`config.mk`:
```
export PLATFORM = sky130hd
export DESIGN_NAME = status_byte_service_request
export DESIGN_NICKNAME = d
export VERILOG_FILES = /design/src/logic/error_code_queue.v /design/src/logic/status_byte_service_request.v
export VERILOG_INCLUDE_DIRS = /design/src /design/src/logic
export SDC_FILE = /design/constraint.sdc
export NUM_CORES = 1
export LEC_CHECK = 0
export BUFFER_PORTS_ARGS = -buffer_cell sky130_fd_sc_hd__buf_2
export CAP_MARGIN = 25
export CORE_MARGIN = 2
export CORE_UTILIZATION = 54
export CTS_CLUSTER_DIAMETER = 120
export DETAILED_ROUTE_END_ITERATION = 6
export PLACE_DENSITY = 0.76
export SKIP_LAST_GASP = 1
export SYNTH_ARGS = -nofsm -noshare
export SYNTH_HDL_FRONTEND = slang
export SYNTH_HIERARCHICAL = 1
export SYNTH_SLANG_ARGS = --single-unit
```
`constraint.sdc`:
```
create_clock -name clk_in -period 3 [get_ports clk_in]
set_clock_uncertainty 0.1 [all_clocks]
set_input_delay 0.6 -clock clk_in [delete_from_list [all_inputs] [get_ports clk_in]]
set_output_delay 0.6 -clock clk_in [all_outputs]
set_load 0.02 [all_outputs]
```
`src/logic/status_byte_map.vh`:
```
// Bit positions, register selects and reset values of the status block
// Included by the status byte design files
`ifndef STATUS_BYTE_MAP_VH
`define STATUS_BYTE_MAP_VH
`define SB_RQS_BIT        6
`define SB_ESB_BIT        5
`define SB_MAV_BIT        4
`define SB_EAV_BIT        3
`define SB_STATUS_CHANGE_SUMMARY_BIT_BIT       2
`define ES_PON_BIT        7
`define ES_CME_BIT        5
`define ES_EXE_BIT        4
`define ES_DDE_BIT        3
`define ES_QYE_BIT        2
`define ES_OPC_BIT        0
`define SB_USED_MASK      8'h3c
`define ES_USED_MASK      16'h00bd
`define SEL_POLL_BYTE     2'h0
`define SEL_SVC_ENABLE    2'h1
`define SEL_EVENT_STATUS  2'h2
`define SEL_EVENT_ENABLE  2'h3
`define RST_BYTE          8'h00
`define RST_WORD          16'h0000
`define ERR_QUEUE_DEPTH   16
`define ERR_QUEUE_KEEP    15
`define CHAR_CTRL_P       8'h10
`endif

```
`src/logic/error_code_queue.v`:
```
// Error queue: keeps codes of the first errors, oldest read first
// Assumes push and pop are single-cycle pulses on clk_in
`timescale 1ns/100ps
`include "status_byte_map.vh"
module error_code_queue #(
  parameter CODE_W = 16,
  parameter DEPTH  = `ERR_QUEUE_DEPTH,
  parameter KEEP   = `ERR_QUEUE_KEEP
) (
  input  wire              clk_in,
  input  wire              rst_in,
  input  wire              clear_in,
  input  wire              push_in,
  input  wire [CODE_W-1:0] code_in,
  input  wire              pop_in,
  output reg  [CODE_W-1:0] head_out,
  output reg               nonempty_out
);
  reg [CODE_W-1:0] mem_reg [0:DEPTH-1];
  reg [4:0]        wr_reg;
  reg [4:0]        rd_reg;
  reg [4:0]        cnt_reg;
  wire             do_pop;
  wire             do_push;
  wire [4:0]       cnt_next;

  assign do_pop   = pop_in && (cnt_reg != 5'h00);
  assign do_push  = push_in && (cnt_reg < KEEP[4:0]);
  assign cnt_next = cnt_reg + {4'h0, do_push} - {4'h0, do_pop};

  always @(posedge clk_in) begin
    if (do_push) begin
      mem_reg[wr_reg[3:0]] <= code_in;
    end
  end

  always @(posedge clk_in) begin
    if (rst_in || clear_in) begin
      wr_reg       <= 5'h00;
      rd_reg       <= 5'h00;
      cnt_reg      <= 5'h00;
      nonempty_out <= 1'b0;
      head_out     <= {CODE_W{1'b0}};
    end else begin
      if (do_push) begin
        wr_reg <= (wr_reg == DEPTH[4:0] - 5'h01) ? 5'h00 : wr_reg + 5'h01;
      end
      if (do_pop) begin
        rd_reg   <= (rd_reg == DEPTH[4:0] - 5'h01) ? 5'h00 : rd_reg + 5'h01;
        head_out <= mem_reg[rd_reg[3:0]];
      end
      cnt_reg      <= cnt_next;
      nonempty_out <= (cnt_next != 5'h00);
    end
  end
endmodule // error_code_queue

```
`src/logic/status_byte_service_request.v`:
```
// Status byte, event status and service request logic of the remote interface
// Assumes command decode sits outside and gives one-cycle pulses on clk_in
`timescale 1ns/100ps
`include "status_byte_map.vh"
module status_byte_service_request #(
  parameter CODE_W = 16
) (
  input  wire              clk_in,
  input  wire              rst_in,
  input  wire              serial_mode_in,
  input  wire              serial_poll_in,
  input  wire              clear_status_in,
  input  wire              device_clear_in,
  input  wire              reset_cmd_in,
  input  wire              power_cycled_in,
  input  wire              out_buffer_busy_in,
  input  wire              change_summary_in,
  input  wire              command_error_in,
  input  wire              execution_error_in,
  input  wire              device_error_in,
  input  wire              query_error_in,
  input  wire              op_complete_in,
  input  wire [CODE_W-1:0] error_code_in,
  input  wire              error_push_in,
  input  wire              error_pop_in,
  input  wire              rx_char_valid_in,
  input  wire [7:0]        rx_char_in,
  input  wire              reg_write_in,
  input  wire              reg_read_in,
  input  wire [1:0]        reg_sel_in,
  input  wire [15:0]       reg_wdata_in,
  output reg  [15:0]       reg_rdata_out,
  output reg               reg_rvalid_out,
  output reg  [7:0]        poll_byte_out,
  output reg               poll_valid_out,
  output reg               srq_out,
  output reg               srq_string_start_out,
  output reg               poll_string_start_out,
  output reg  [CODE_W-1:0] error_code_out,
  output reg               error_available_out
);
  localparam ST_IDLE = 2'b01;
  localparam ST_POLL = 2'b10;

  reg  [15:0]       event_status_reg;
  reg  [15:0]       event_enable_mask_reg;
  reg  [7:0]        service_enable_mask_reg;
  reg               request_service_bit_reg;
  reg  [3:0]        summary_prev_reg;
  reg               power_seen_reg;
  reg  [1:0]        reply_state_reg;
  reg  [1:0]        reply_state_next;
  reg  [15:0]       event_status_next;
  reg               rqs_next;
  wire [7:0]        poll_summary_byte;
  wire              event_summary_bit;
  wire              message_available_bit;
  wire              error_available_bit;
  wire              status_change_summary_bit;
  wire              master_summary_bit;
  wire [3:0]        summary_now;
  wire [3:0]        summary_enabled;
  wire              rqs_rise;
  wire              clear_events;
  wire              read_events;
  wire [15:0]       event_set;
  wire              ctrl_p_seen;
  wire [CODE_W-1:0] queue_head;
  wire              queue_nonempty;

  error_code_queue #(
    .CODE_W (CODE_W)
  ) u_error_queue (
    .clk_in       (clk_in),
    .rst_in       (rst_in),
    .clear_in     (clear_status_in),
    .push_in      (error_push_in),
    .code_in      (error_code_in),
    .pop_in       (error_pop_in),
    .head_out     (queue_head),
    .nonempty_out (queue_nonempty)
  );

  assign event_summary_bit         = |(event_status_reg & event_enable_mask_reg);
  assign message_available_bit     = out_buffer_busy_in;
  assign error_available_bit       = queue_nonempty;
  assign status_change_summary_bit = change_summary_in;
  assign summary_now = {event_summary_bit, message_available_bit, error_available_bit, status_change_summary_bit};
  assign summary_enabled = summary_now & {service_enable_mask_reg[`SB_ESB_BIT], service_enable_mask_reg[`SB_MAV_BIT],
                                          service_enable_mask_reg[`SB_EAV_BIT], service_enable_mask_reg[`SB_STATUS_CHANGE_SUMMARY_BIT_BIT]};
  assign master_summary_bit = |summary_enabled;
  assign rqs_rise = |(summary_enabled & ~summary_prev_reg);

  // Bit 6 shows the request-service bit on a poll and the master summary on a query
  function [7:0] pack_byte;
    input bit6;
    begin
      pack_byte = {1'b0, bit6, event_summary_bit, message_available_bit,
                   error_available_bit, status_change_summary_bit, 2'b00} & (`SB_USED_MASK | 8'h40);
    end
  endfunction

  assign poll_summary_byte = pack_byte(master_summary_bit);
  assign clear_events = clear_status_in || device_clear_in || reset_cmd_in;
  assign read_events  = reg_read_in && (reg_sel_in == `SEL_EVENT_STATUS);
  assign event_set = {8'h00, power_seen_reg, 1'b0, command_error_in, execution_error_in,
                      device_error_in, query_error_in, 1'b0, op_complete_in} & `ES_USED_MASK;
  assign ctrl_p_seen = serial_mode_in && rx_char_valid_in && (rx_char_in == `CHAR_CTRL_P);

  // Events arriving with a clear or read are kept
  always @* begin
    event_status_next = event_status_reg;
    if (clear_events || read_events) begin
      event_status_next = `RST_WORD;
    end
    event_status_next = event_status_next | event_set;
  end

  always @* begin
    rqs_next = request_service_bit_reg;
    if (serial_poll_in || clear_status_in || !master_summary_bit) begin
      rqs_next = 1'b0;
    end
    if (rqs_rise) begin
      rqs_next = 1'b1;
    end
  end

  always @* begin
    case (reply_state_reg)
      ST_IDLE: reply_state_next = ctrl_p_seen ? ST_POLL : ST_IDLE;
      ST_POLL: reply_state_next = ST_IDLE;
      default: reply_state_next = ST_IDLE;
    endcase
  end

  always @(posedge clk_in) begin
    if (rst_in) begin
      event_status_reg        <= `RST_WORD;
      event_enable_mask_reg   <= `RST_WORD;
      service_enable_mask_reg <= `RST_BYTE;
      request_service_bit_reg <= 1'b0;
      summary_prev_reg        <= 4'h0;
      power_seen_reg          <= 1'b0;
      reply_state_reg         <= ST_IDLE;
      reg_rdata_out           <= 16'h0000;
      reg_rvalid_out          <= 1'b0;
      poll_byte_out           <= `RST_BYTE;
      poll_valid_out          <= 1'b0;
      srq_out                 <= 1'b0;
      srq_string_start_out    <= 1'b0;
      poll_string_start_out   <= 1'b0;
      error_code_out          <= {CODE_W{1'b0}};
      error_available_out     <= 1'b0;
    end else begin
      power_seen_reg          <= power_cycled_in && !power_seen_reg;
      event_status_reg        <= event_status_next;
      request_service_bit_reg <= rqs_next;
      summary_prev_reg        <= summary_enabled;
      reply_state_reg         <= reply_state_next;
      srq_out                 <= rqs_next && !serial_mode_in;
      srq_string_start_out    <= serial_mode_in && rqs_next && !request_service_bit_reg;
      poll_string_start_out   <= ctrl_p_seen;
      error_code_out          <= queue_head;
      error_available_out     <= queue_nonempty;
      poll_valid_out          <= serial_poll_in || (reply_state_reg == ST_POLL);
      if (serial_poll_in || reply_state_reg == ST_POLL) begin
        poll_byte_out <= pack_byte(request_service_bit_reg);
      end
      if (reg_write_in && reg_sel_in == `SEL_SVC_ENABLE) begin
        service_enable_mask_reg <= reg_wdata_in[7:0] & `SB_USED_MASK;
      end
      if (reg_write_in && reg_sel_in == `SEL_EVENT_ENABLE) begin
        event_enable_mask_reg <= reg_wdata_in;
      end
      reg_rvalid_out <= reg_read_in;
      if (reg_read_in) begin
        case (reg_sel_in)
          `SEL_POLL_BYTE:    reg_rdata_out <= {8'h00, poll_summary_byte};
          `SEL_SVC_ENABLE:   reg_rdata_out <= {8'h00, service_enable_mask_reg};
          `SEL_EVENT_STATUS: reg_rdata_out <= event_status_reg;
          `SEL_EVENT_ENABLE: reg_rdata_out <= event_enable_mask_reg;
          default:           reg_rdata_out <= 16'h0000;
        endcase
      end
    end
  end
endmodule // status_byte_service_request

```
==> results of run 1 <==
-- through the flow --
stage / total power, mW / hold slack, ns
2_1_floorplan: 6.644 / 0.2987
3_3_place_gp: 6.959 / 0.3158
3_5_place_dp: 7.001 / 0.3141
4_1_cts: 11.69 / 0.1414
5_1_grt: 12.06 / 0.1542
6_report: 11.67 / 0.1621
-- area by class of cell --
type                    instances  area, um2
diodes                          1      2.502
clock buffers                  48       1008
clock inverters                19      254.0
fillers                      1768       8997
inverters                      11      41.29
multi-input cells             422       3859
flip-flops and latches        365       9878
well taps                     330      412.9
repair buffers                146      873.3
-- worst min-delay path by stage --
stage	end	slack (ns)	start
6_report	srq_out$_SDFF_PP0_	0.16	serial_mode_in
5_1_grt	srq_out$_SDFF_PP0_	0.15	serial_mode_in
4_1_cts	srq_out$_SDFF_PP0_	0.14	serial_mode_in
3_5_place_dp	power_seen_reg$_SDFF_PP0_	0.31	power_seen_reg$_SDFF_PP0_
3_3_place_gp	power_seen_reg$_SDFF_PP0_	0.32	power_seen_reg$_SDFF_PP0_
2_1_floorplan	power_seen_reg$_SDFF_PP0_	0.30	power_seen_reg$_SDFF_PP0_
-- repair_timing --
item,CTS,global route
setup buffers,0,2
resized for setup,0,3
setup endpoints to repair,0,2
endpoints found under the hold margin,0,0
-- power breakdown --
part / total [mW] / internal, mW / switching, mW
sequential: 5.66 / 5.56 / 0.108
clock: 4.72 / 2.89 / 1.83
combinational: 1.28 / 0.558 / 0.726
total: 11.7 / 9.01 / 2.66
-- cells by family after synthesis --
logic type	after synthesis
xor gates and xnor gates	9
adders and majority gates	14
AOI/OAI and AO/OA	100
muxes	99
buffers and inverters	61
DFF	365
and+or+nand+nor	197
other	1
-- metal layers --
| metal | routed length [um] | share of wire [%] |
|---|---|---|
| met2 | 14560 | 50 |
| met1 | 12100 | 41 |
| met5 | 7 | 0.024 |
| met3 | 1947 | 6.6 |
| met4 | 707 | 2.4 |
-- cell usage after synthesis (all sizes together), types with 2 or more instances --
| cell | number |
|---|---|
| nor4 | 3 |
| buf | 30 |
| dfxtp | 109 |
| xor2 | 4 |
| clkbuf | 20 |
| o31ai | 2 |
| o21ai | 16 |
| nor3b | 2 |
| and3b | 2 |
| mux2 | 2 |
| xnor2 | 5 |
| a21oi | 38 |
| nor2 | 62 |
| mux4 | 68 |
| a21o | 2 |
| and2 | 4 |
| nand3b | 2 |
| edfxtp | 256 |
| inv | 11 |
| nand2b | 4 |
| ha | 13 |
| nand3 | 12 |
| a22oi | 3 |
| nor3 | 7 |
| nor2b | 45 |
| a211oi | 33 |
| mux2i | 29 |
| nand2 | 44 |
| and3 | 4 |
-- critical path, cell delays in order (launching register included) --
cell and delay [ns]:
dfxtp_1 0.34, inv_2 0.07, ha_1 0.13, or4b_4 0.49, and2_4 0.18, ha_1 0.26, inv_1 0.04, ha_2 0.18
fa_2 0.37, a21oi_2 0.13, o21bai_1 0.08, xnor2_1 0.19, a41oi_1 0.13
==> results.py, run 1 <==
metrics = {
    "drt": {
        "drtIter0Drc": 845,
        "postRouteWirelength_mm": 29.32,
        "drc": 0,
        "ant_nets": 0,
        "wl_per_cell_um": 21.85,
        "drtPass1Iterations": 7,
        "vias": 7788,
        "viasPerCell": 5.803,
    },
    "logic_synthesis": {
        "ys_types": 53,
        "synth_area_um2": 13980,
        "synth_mux_area_share_pct": 13.19,
        "synthAdderAreaFrac_pct": 1.307,
        "synth_simple_gate_area_share_pct": 7.106,
        "synthTopCellsByArea": "edfxtp_1 55%, dfxtp_1 16%, mux4_2 11%",
        "synth_area_per_cell_um2": 16.53,
        "yosysWarnings": 6,
        "synth_top_area_share_pct": 54.98,
        "synth-xor-area-share_pct": 0.5638,
        "synth_top_family_by_area": "multiplexers",
        "ys_ff_latch": 365,
        "synth_flop_cell": "edfxtp_1",
        "synth_top_area_cell": "edfxtp_1",
        "synth_edf_count": 256,
        "syn_inst": 846,
        "postSynth.asyncResetShare_pct": 0,
        "synth_compound_area_share_pct": 4.931,
        "synth-seq-area-share_pct": 70.59,
    },
    "place": {
        "numPlacedInstances": 1272,
        "postPlaceCellArea_um2": 15040,
        "place_congestion": 0.7829,
        "dp_slack_ns": 0.08329,
        "hpwl_mm": 17.92,
        "port_buffers": 104,
    },
    "global_route": {
        "gr-total-overflow": 0,
        "grt_antenna_before_repair": 2,
        "grt_max_degree": 50,
        "use_met1_pct": 30.04,
        "use_met3_pct": 3.867,
        "grt_use_total_pct": 22.23,
        "grtUsageMet2_pct": 36.93,
        "top_usage_layer": "met2",
        "grt_pass1_wl_mm": 44.30,
        "grt_pass1_vias": 7780,
    },
    "die": {
        "core_um2": 25330,
        "dieArea_um2": 27190,
        "std_cell_rows": 58,
        "die_y_um": 164.9,
        "ios": 108,
        "die_w_um": 164.9,
        "start_util_pct": 55.20,
    },
    "hold_path": {
        "hold_depth": 2,
        "hold_class": "in2reg",
    },
    "pwr": {
        "p_leak_nw": 5.700,
        "power.density_nw_per_um2": 714.6,
        "ir_drop_mv": 0.7665,
    },
    "timing": {
        "finalSetupTns_ns": 0,
        "grt_setup_unrepaired": "false",
        "fin_ws_ns": 0.1714,
        "slew_headroom_pct": 53.07,
        "period_needed_ns": 2.829,
        "hold_viol": 0,
        "finalCritPeriodShare_pct": 94.29,
        "drv_slew": 0,
        "max_clock_freq_mhz": 353.5,
        "worst_slew_pin_slew_ns": 0.7024,
        "final-setup-viol-count": 0,
    },
    "clock_tree": {
        "clk_pin_slew_worst_paths_ns": 0.06,
        "cts_max_level": 2,
        "cts_tree": "yes",
        "cts_sinks": 365,
        "clockBufferDepth": 3,
        "clockRootBuffer": "clkbuf_16",
        "cts_buffers": 37,
        "clk_latency_ns": 0.52,
        "cts_hold_buf": 0,
    },
    "status": {
        "status": "finished, final reports clean",
    },
    "finish": {
        "final_cell_mix": "256 x edfxtp_1, 106 x dfxtp_1, 104 x buf_2",
        "largest_register_ffs": 256,
        "fin_util_pct": 64.47,
        "drive_gt1_share_pct": 30.96,
        "final_area_um2": 16330,
        "syn_to_final_growth_pct": 16.80,
        "stdcell_count": 1342,
        "final_common_cell": "edfxtp_1",
        "nNetsFinal": 1059,
    },
    "worst_setup_path": {
        "crit_end": "u_error_queue/nonempty_out$_SDFF_PP0_",
        "critPathRequiredTime_ns": 3.27,
        "start_kind": "flip-flop",
        "rrSetupSlack_ns": 0.17,
        "path_class": "reg2reg",
        "reg2reg_depth": 12,
        "r2r-start": "u_error_queue/cnt_reg[2]$_SDFF_PP0_",
        "cp-startpoint": "u_error_queue/cnt_reg[2]$_SDFF_PP0_",
        "end_kind": "flip-flop",
        "cp_max_fo": 3,
        "r2r-end": "u_error_queue/nonempty_out$_SDFF_PP0_",
        "cp.arrival_ns": 3.10,
    },
    "run": {
        "maxCapViolations": 0,
    },
}
Power figures use the tool's default switching activity.
==> inputs of run 2 (changes only) <==
--- a/config.mk
+++ b/config.mk
@@ -8,11 +8,13 @@
 export LEC_CHECK = 0
 export BUFFER_PORTS_ARGS = -buffer_cell sky130_fd_sc_hd__buf_2
 export CAP_MARGIN = 25
+export CELL_PAD_IN_SITES_DETAIL_PLACEMENT = 1
+export CELL_PAD_IN_SITES_GLOBAL_PLACEMENT = 2
 export CORE_MARGIN = 2
-export CORE_UTILIZATION = 54
+export CORE_UTILIZATION = 40
 export CTS_CLUSTER_DIAMETER = 120
 export DETAILED_ROUTE_END_ITERATION = 6
-export PLACE_DENSITY = 0.76
+export PLACE_DENSITY_LB_ADDON = 0.1
 export SKIP_LAST_GASP = 1
 export SYNTH_ARGS = -nofsm -noshare
 export SYNTH_HDL_FRONTEND = slang
==> results.py, run 2 (synthesis gave the netlist of run 1 again) <==
metrics = {
    "place": {
        "port_buffers": 104,
        "hpwl_mm": 19.96,
        "place_congestion": 0.7565,
        "postPlaceCellArea_um2": 15120,
    },
    "drt": {
        "drc": 0,
        "postRouteWirelength_mm": 33.07,
        "drtPass1Iterations": 4,
        "ant_nets": 0,
        "wl_per_cell_um": 22.53,
        "drtIter0Drc": 440,
        "viasPerCell": 5.227,
        "vias": 7673,
    },
    "worst_setup_path": {
        "cp.arrival_ns": 3.20,
        "critPathRequiredTime_ns": 3.29,
        "crit_family": "adder cells",
        "start_kind": "flip-flop",
        "end_kind": "flip-flop",
        "cp_num_buf_inv": 3,
        "crit_chain": "inv_2 -> ha_2 -> or4b_4 -> and2_4 -> ha_4 -> inv_2 -> ha_4 -> fa_2 -> a21oi_2 -> o21bai_1 -> xnor2_1 -> buf_4 -> nor2_1",
        "slowest_stage": "or4b_4",
        "cp_max_fo": 2,
        "max_stage_delay_ns": 0.46,
        "path_class": "reg2reg",
    },
    "die": {
        "dieArea_um2": 36460,
        "start_util_pct": 40.57,
        "std_cell_rows": 68,
        "ios": 108,
        "core_um2": 34460,
        "die_y_um": 191.0,
        "die_w_um": 191.0,
    },
    "global_route": {
        "grt_max_degree": 44,
        "grt_use_total_pct": 18.48,
        "grt_antenna_before_repair": 1,
        "gr-total-overflow": 0,
        "grt_pass1_vias": 8334,
        "grt_pass1_wl_mm": 50.09,
    },
    "timing": {
        "period_needed_ns": 2.910,
        "hold_viol": 0,
        "hold_ws_ns": 0.1802,
        "worst_slew_pin_slew_ns": 0.7470,
        "slew_headroom_pct": 50.06,
        "finalCritPeriodShare_pct": 97.01,
        "max_clock_freq_mhz": 343.6,
        "drv_slew": 0,
        "final-setup-viol-count": 0,
    },
    "hold_path": {
        "hold_class": "in2reg",
    },
    "finish": {
        "nFillCells": 3347,
        "final_cell_mix": "256 x edfxtp_1, 104 x dfxtp_1, 104 x buf_2",
        "final_area_um2": 16510,
        "fin_util_pct": 47.91,
        "largest_register_ffs": 256,
        "diodes": 0,
        "final_common_cell": "edfxtp_1",
        "drive_gt1_share_pct": 30.60,
        "nNetsFinal": 1058,
        "syn_to_final_growth_pct": 18.09,
    },
    "status": {
        "status": "finished, final reports clean",
    },
    "clock_tree": {
        "clk_latency_ns": 0.52,
        "clockRootBuffer": "clkbuf_16",
        "cts_buffers": 40,
        "clockBufferDepth": 3,
        "clk_pin_slew_worst_paths_ns": 0.06,
        "cts_tree": "yes",
        "cts_max_level": 2,
        "cts_sinks": 365,
        "cts_hold_buf": 0,
    },
    "pwr": {
        "power_mw": 11.89,
        "power.density_nw_per_um2": 720.4,
        "p_leak_nw": 5.715,
        "ir_drop_mv": 0.4355,
    },
    "run": {
        "maxCapViolations": 0,
    },
}
==> run 2: worst register-to-register path, cell delays in order (launching register included) <==
cell and delay (ns):
dfxtp_4 0.34, inv_2 0.06, ha_2 0.16, or4b_4 0.46, and2_4 0.17, ha_4 0.26, inv_2 0.04, ha_4 0.16
fa_2 0.41, a21oi_2 0.15, o21bai_1 0.09, xnor2_1 0.21, buf_4 0.15, nor2_1 0.04
==> run 2: report_power, final <==
part           switching (mW)  total [mW]  leakage [nW]  internal (mW)
clock network            1.90        4.79         0.644           2.89
registers               0.115        5.68          3.20           5.56
logic                   0.787        1.43          1.87          0.646
==> run 2: through the flow <==
| stage | setup WS (ns) | cells | setup TNS [ns] |
|---|---|---|---|
| floorplan | 0.01687 | 848 | 0 |
| global placement | 0.2061 | 1389 | 0 |
| detailed placement | 0.005766 | 1389 | 0 |
| CTS | 0.009108 | 1462 | 0 |
| global route | -0.03258 | 1468 | -0.05684 |
| finish | 0.08979 | 1468 | 0 |
==> run 2: worst paths after layout <==
check	from	to	slack, ns	depth (start not counted)
min	serial_mode_in	srq_out$_SDFF_PP0_	0.18	2
max	u_error_queue/cnt_reg[2]$_SDFF_PP0_	u_error_queue/cnt_reg[4]$_SDFF_PP0_	0.09	13
min reg2reg	u_error_queue/wr_reg[4]$_SDFFE_PP0P_	u_error_queue/wr_reg[4]$_SDFFE_PP0P_	0.33	2
max reg2reg	u_error_queue/cnt_reg[2]$_SDFF_PP0_	u_error_queue/cnt_reg[4]$_SDFF_PP0_	0.09	13
==> run 2: layer usage <==
layer  share of wire [%]  track usage (%)  vias to the layer above
met5                   0                0                        -
met4                 2.1            4.919                        0
met3                 5.4            2.735                       49
met2                  52            33.33                      226
met1                  41            23.16                     3908
li1                    -                -                     3490
==> run 2: area by class of cell <==
cell class / count / area (um2) / share of cell area (%)
clock buffers: 58 / 1171 / 7.094
clock inverters: 15 / 135.1 / 0.8185
inverters: 11 / 41.29 / 0.2501
multi-input cells: 422 / 3854 / 23.34
flip-flops and latches: 365 / 9883 / 59.86
well taps: 455 / 569.3 / 3.448
repair buffers: 142 / 855.8 / 5.184
==> run 2: timing repair <==
action | 4_1_cts | 5_1_grt
pin swaps | 1 | 6
setup buffers | 0 | 6
gates resized for setup | 0 | 11
endpoints found under the setup margin | 1 | 2
==> inputs of run 3 (changes only) <==
--- a/config.mk
+++ b/config.mk
@@ -6,7 +6,7 @@
 export SDC_FILE = /design/constraint.sdc
 export NUM_CORES = 1
 export LEC_CHECK = 0
-export BUFFER_PORTS_ARGS = -buffer_cell sky130_fd_sc_hd__buf_2
+export BUFFER_PORTS_ARGS = -buffer_cell sky130_fd_sc_hd__clkbuf_2
 export CAP_MARGIN = 25
 export CELL_PAD_IN_SITES_DETAIL_PLACEMENT = 1
 export CELL_PAD_IN_SITES_GLOBAL_PLACEMENT = 2
@@ -14,7 +14,8 @@
 export CORE_UTILIZATION = 40
 export CTS_CLUSTER_DIAMETER = 120
 export DETAILED_ROUTE_END_ITERATION = 6
-export PLACE_DENSITY_LB_ADDON = 0.1
+export PLACE_DENSITY = 0.74
+export SETUP_SLACK_MARGIN = 0.4
 export SKIP_LAST_GASP = 1
 export SYNTH_ARGS = -nofsm -noshare
 export SYNTH_HDL_FRONTEND = slang
==> results.py, run 3 (synthesis gave the netlist of run 1 again) <==
metrics = {
    "timing": {
        "grt_setup_unrepaired": "true",
        "slew_headroom_pct": 53.23,
        "period_needed_ns": 2.788,
        "finalCritPeriodShare_pct": 92.94,
        "final-setup-viol-count": 0,
        "max_clock_freq_mhz": 358.6,
        "drv_slew": 0,
        "finalSetupTns_ns": 0,
        "hold_viol": 0,
        "fin_ws_ns": 0.2117,
        "hold_ws_ns": 0.1650,
        "worst_slew_pin_slew_ns": 0.6957,
    },
    "clock_tree": {
        "cts_sinks": 365,
        "cts_tree": "yes",
        "cts_buffers": 39,
        "clk_latency_ns": 0.55,
        "clockRootBuffer": "clkbuf_16",
        "cts_hold_buf": 0,
        "clk_pin_slew_worst_paths_ns": 0.06,
        "clockBufferDepth": 3,
        "cts_max_level": 2,
    },
    "hold_path": {
        "hold_start": "serial_mode_in",
        "hold_depth": 2,
        "holdPathEnd": "srq_out$_SDFF_PP0_",
        "hold_class": "in2reg",
    },
    "worst_setup_path": {
        "r2r-end": "u_error_queue/nonempty_out$_SDFF_PP0_",
        "crit_chain": "inv_2 -> ha_4 -> or4b_4 -> and2_4 -> ha_4 -> inv_2 -> ha_4 -> fa_2 -> a21oi_2 -> o21bai_1 -> xnor2_1 -> a41oi_1",
        "max_stage_delay_ns": 0.46,
        "critPathRequiredTime_ns": 3.30,
        "cpMostUsedCell": "ha_4",
        "rrSetupSlack_ns": 0.21,
        "cp_max_fo": 2,
        "start_kind": "flip-flop",
        "reg2reg_depth": 12,
        "end_kind": "flip-flop",
        "path_class": "reg2reg",
        "cp.arrival_ns": 3.08,
        "r2r-start": "u_error_queue/cnt_reg[3]$_SDFF_PP0_",
        "slowest_stage": "or4b_4",
    },
    "die": {
        "die_y_um": 191.0,
        "ios": 108,
        "start_util_pct": 40.57,
        "std_cell_rows": 68,
        "die_w_um": 191.0,
        "dieArea_um2": 36460,
        "core_um2": 34460,
    },
    "finish": {
        "nFillCells": 3372,
        "final_common_cell": "edfxtp_1",
        "final_cell_mix": "256 x edfxtp_1, 104 x dfxtp_1, 104 x clkbuf_2",
        "drive_gt1_share_pct": 32.68,
        "nNetsFinal": 1070,
        "largest_register_ffs": 256,
        "stdcell_count": 1480,
        "syn_to_final_growth_pct": 18.61,
        "diodes": 0,
    },
    "place": {
        "dp_slack_ns": 0.2166,
        "place_congestion": 0.7663,
        "numPlacedInstances": 1397,
        "hpwl_mm": 20.73,
        "port_buffers": 104,
    },
    "global_route": {
        "grt_pass1_wl_mm": 50.80,
        "grt_pass1_vias": 8432,
        "gr-total-overflow": 0,
        "grt_antenna_before_repair": 0,
        "grt_max_degree": 52,
        "grt_use_total_pct": 18.83,
    },
    "drt": {
        "viasPerCell": 5.184,
        "drtIter0Drc": 485,
        "ant_nets": 0,
        "wl_per_cell_um": 22.34,
        "vias": 7673,
        "postRouteWirelength_mm": 33.06,
        "drc": 0,
        "drtPass1Iterations": 4,
    },
    "pwr": {
        "power.density_nw_per_um2": 708.3,
        "p_leak_nw": 5.729,
        "ir_drop_mv": 0.4526,
        "power_mw": 11.75,
    },
    "status": {
        "status": "finished, final reports clean",
    },
    "run": {
        "maxCapViolations": 0,
    },
}
==> run 3: worst max path at each step <==
stage / to / depth (start not counted) / startpoint
2_1_floorplan: u_error_queue/nonempty_out$_SDFF_PP0_ / 14 / u_error_queue/cnt_reg[2]$_SDFF_PP0_
3_3_place_gp: u_error_queue/nonempty_out$_SDFF_PP0_ / 12 / u_error_queue/cnt_reg[2]$_SDFF_PP0_
3_5_place_dp: u_error_queue/nonempty_out$_SDFF_PP0_ / 12 / u_error_queue/cnt_reg[3]$_SDFF_PP0_
4_1_cts: u_error_queue/nonempty_out$_SDFF_PP0_ / 12 / u_error_queue/cnt_reg[3]$_SDFF_PP0_
5_1_grt: u_error_queue/nonempty_out$_SDFF_PP0_ / 12 / u_error_queue/cnt_reg[3]$_SDFF_PP0_
6_report: u_error_queue/nonempty_out$_SDFF_PP0_ / 12 / u_error_queue/cnt_reg[3]$_SDFF_PP0_
==> run 3: layout make-up <==
type | instances | area, um2 | area share [%]
clock buffer | 54 | 1102 | 6.647
clock inverter | 18 | 148.9 | 0.8978
inverter | 11 | 41.29 | 0.2490
multi-input combinational | 422 | 3913 | 23.59
sequential | 365 | 9881 | 59.58
tap | 455 | 569.3 | 3.433
timing repair buffer | 155 | 928.4 | 5.598
==> run 3: worst max-delay path: cells and delay by family (launching register included) <==
family	cells	cell delay, ns
AOI/OAI and AO/OA	3	0.38
xor gates and xnor gates	1	0.23
adders and majority gates	4	0.89
buffers and inverters	2	0.12
DFF	1	0.32
and+or+nand+nor	2	0.63
==> run 3: metal layers <==
layer	part of all wire (%)	global-route usage [%]	up-vias
li1	-	-	3522
met1	44	26.19	3895
met2	48	30.50	208
met3	6.1	2.809	48
met4	2.3	6.112	0
met5	0	0	-
==> run 3: stage by stage <==
| step | area (um2) | utilization, % |
|---|---|---|
| 2_1_floorplan | 14040 | - |
| 6_report | 16580 | 48.13 |
| 3_3_place_gp | 15210 | 44.13 |
| 4_1_cts | 16530 | 47.98 |
| 3_5_place_dp | 15210 | 44.13 |
| 5_1_grt | 16580 | 48.13 |
==> run 3: what timing repair did <==
item                                    CTS  global route
pin swaps                                 8            11
buffers inserted                          7             4
resized for setup                         6             3
endpoints found under the setup margin    2             4
==> run 3: power by group <==
part           internal [mW]  total [mW]  switching [mW]
logic                  0.661        1.47           0.811
clock network           2.67        4.62            1.94
registers               5.56        5.66          0.0973
total                   8.89        11.7            2.85
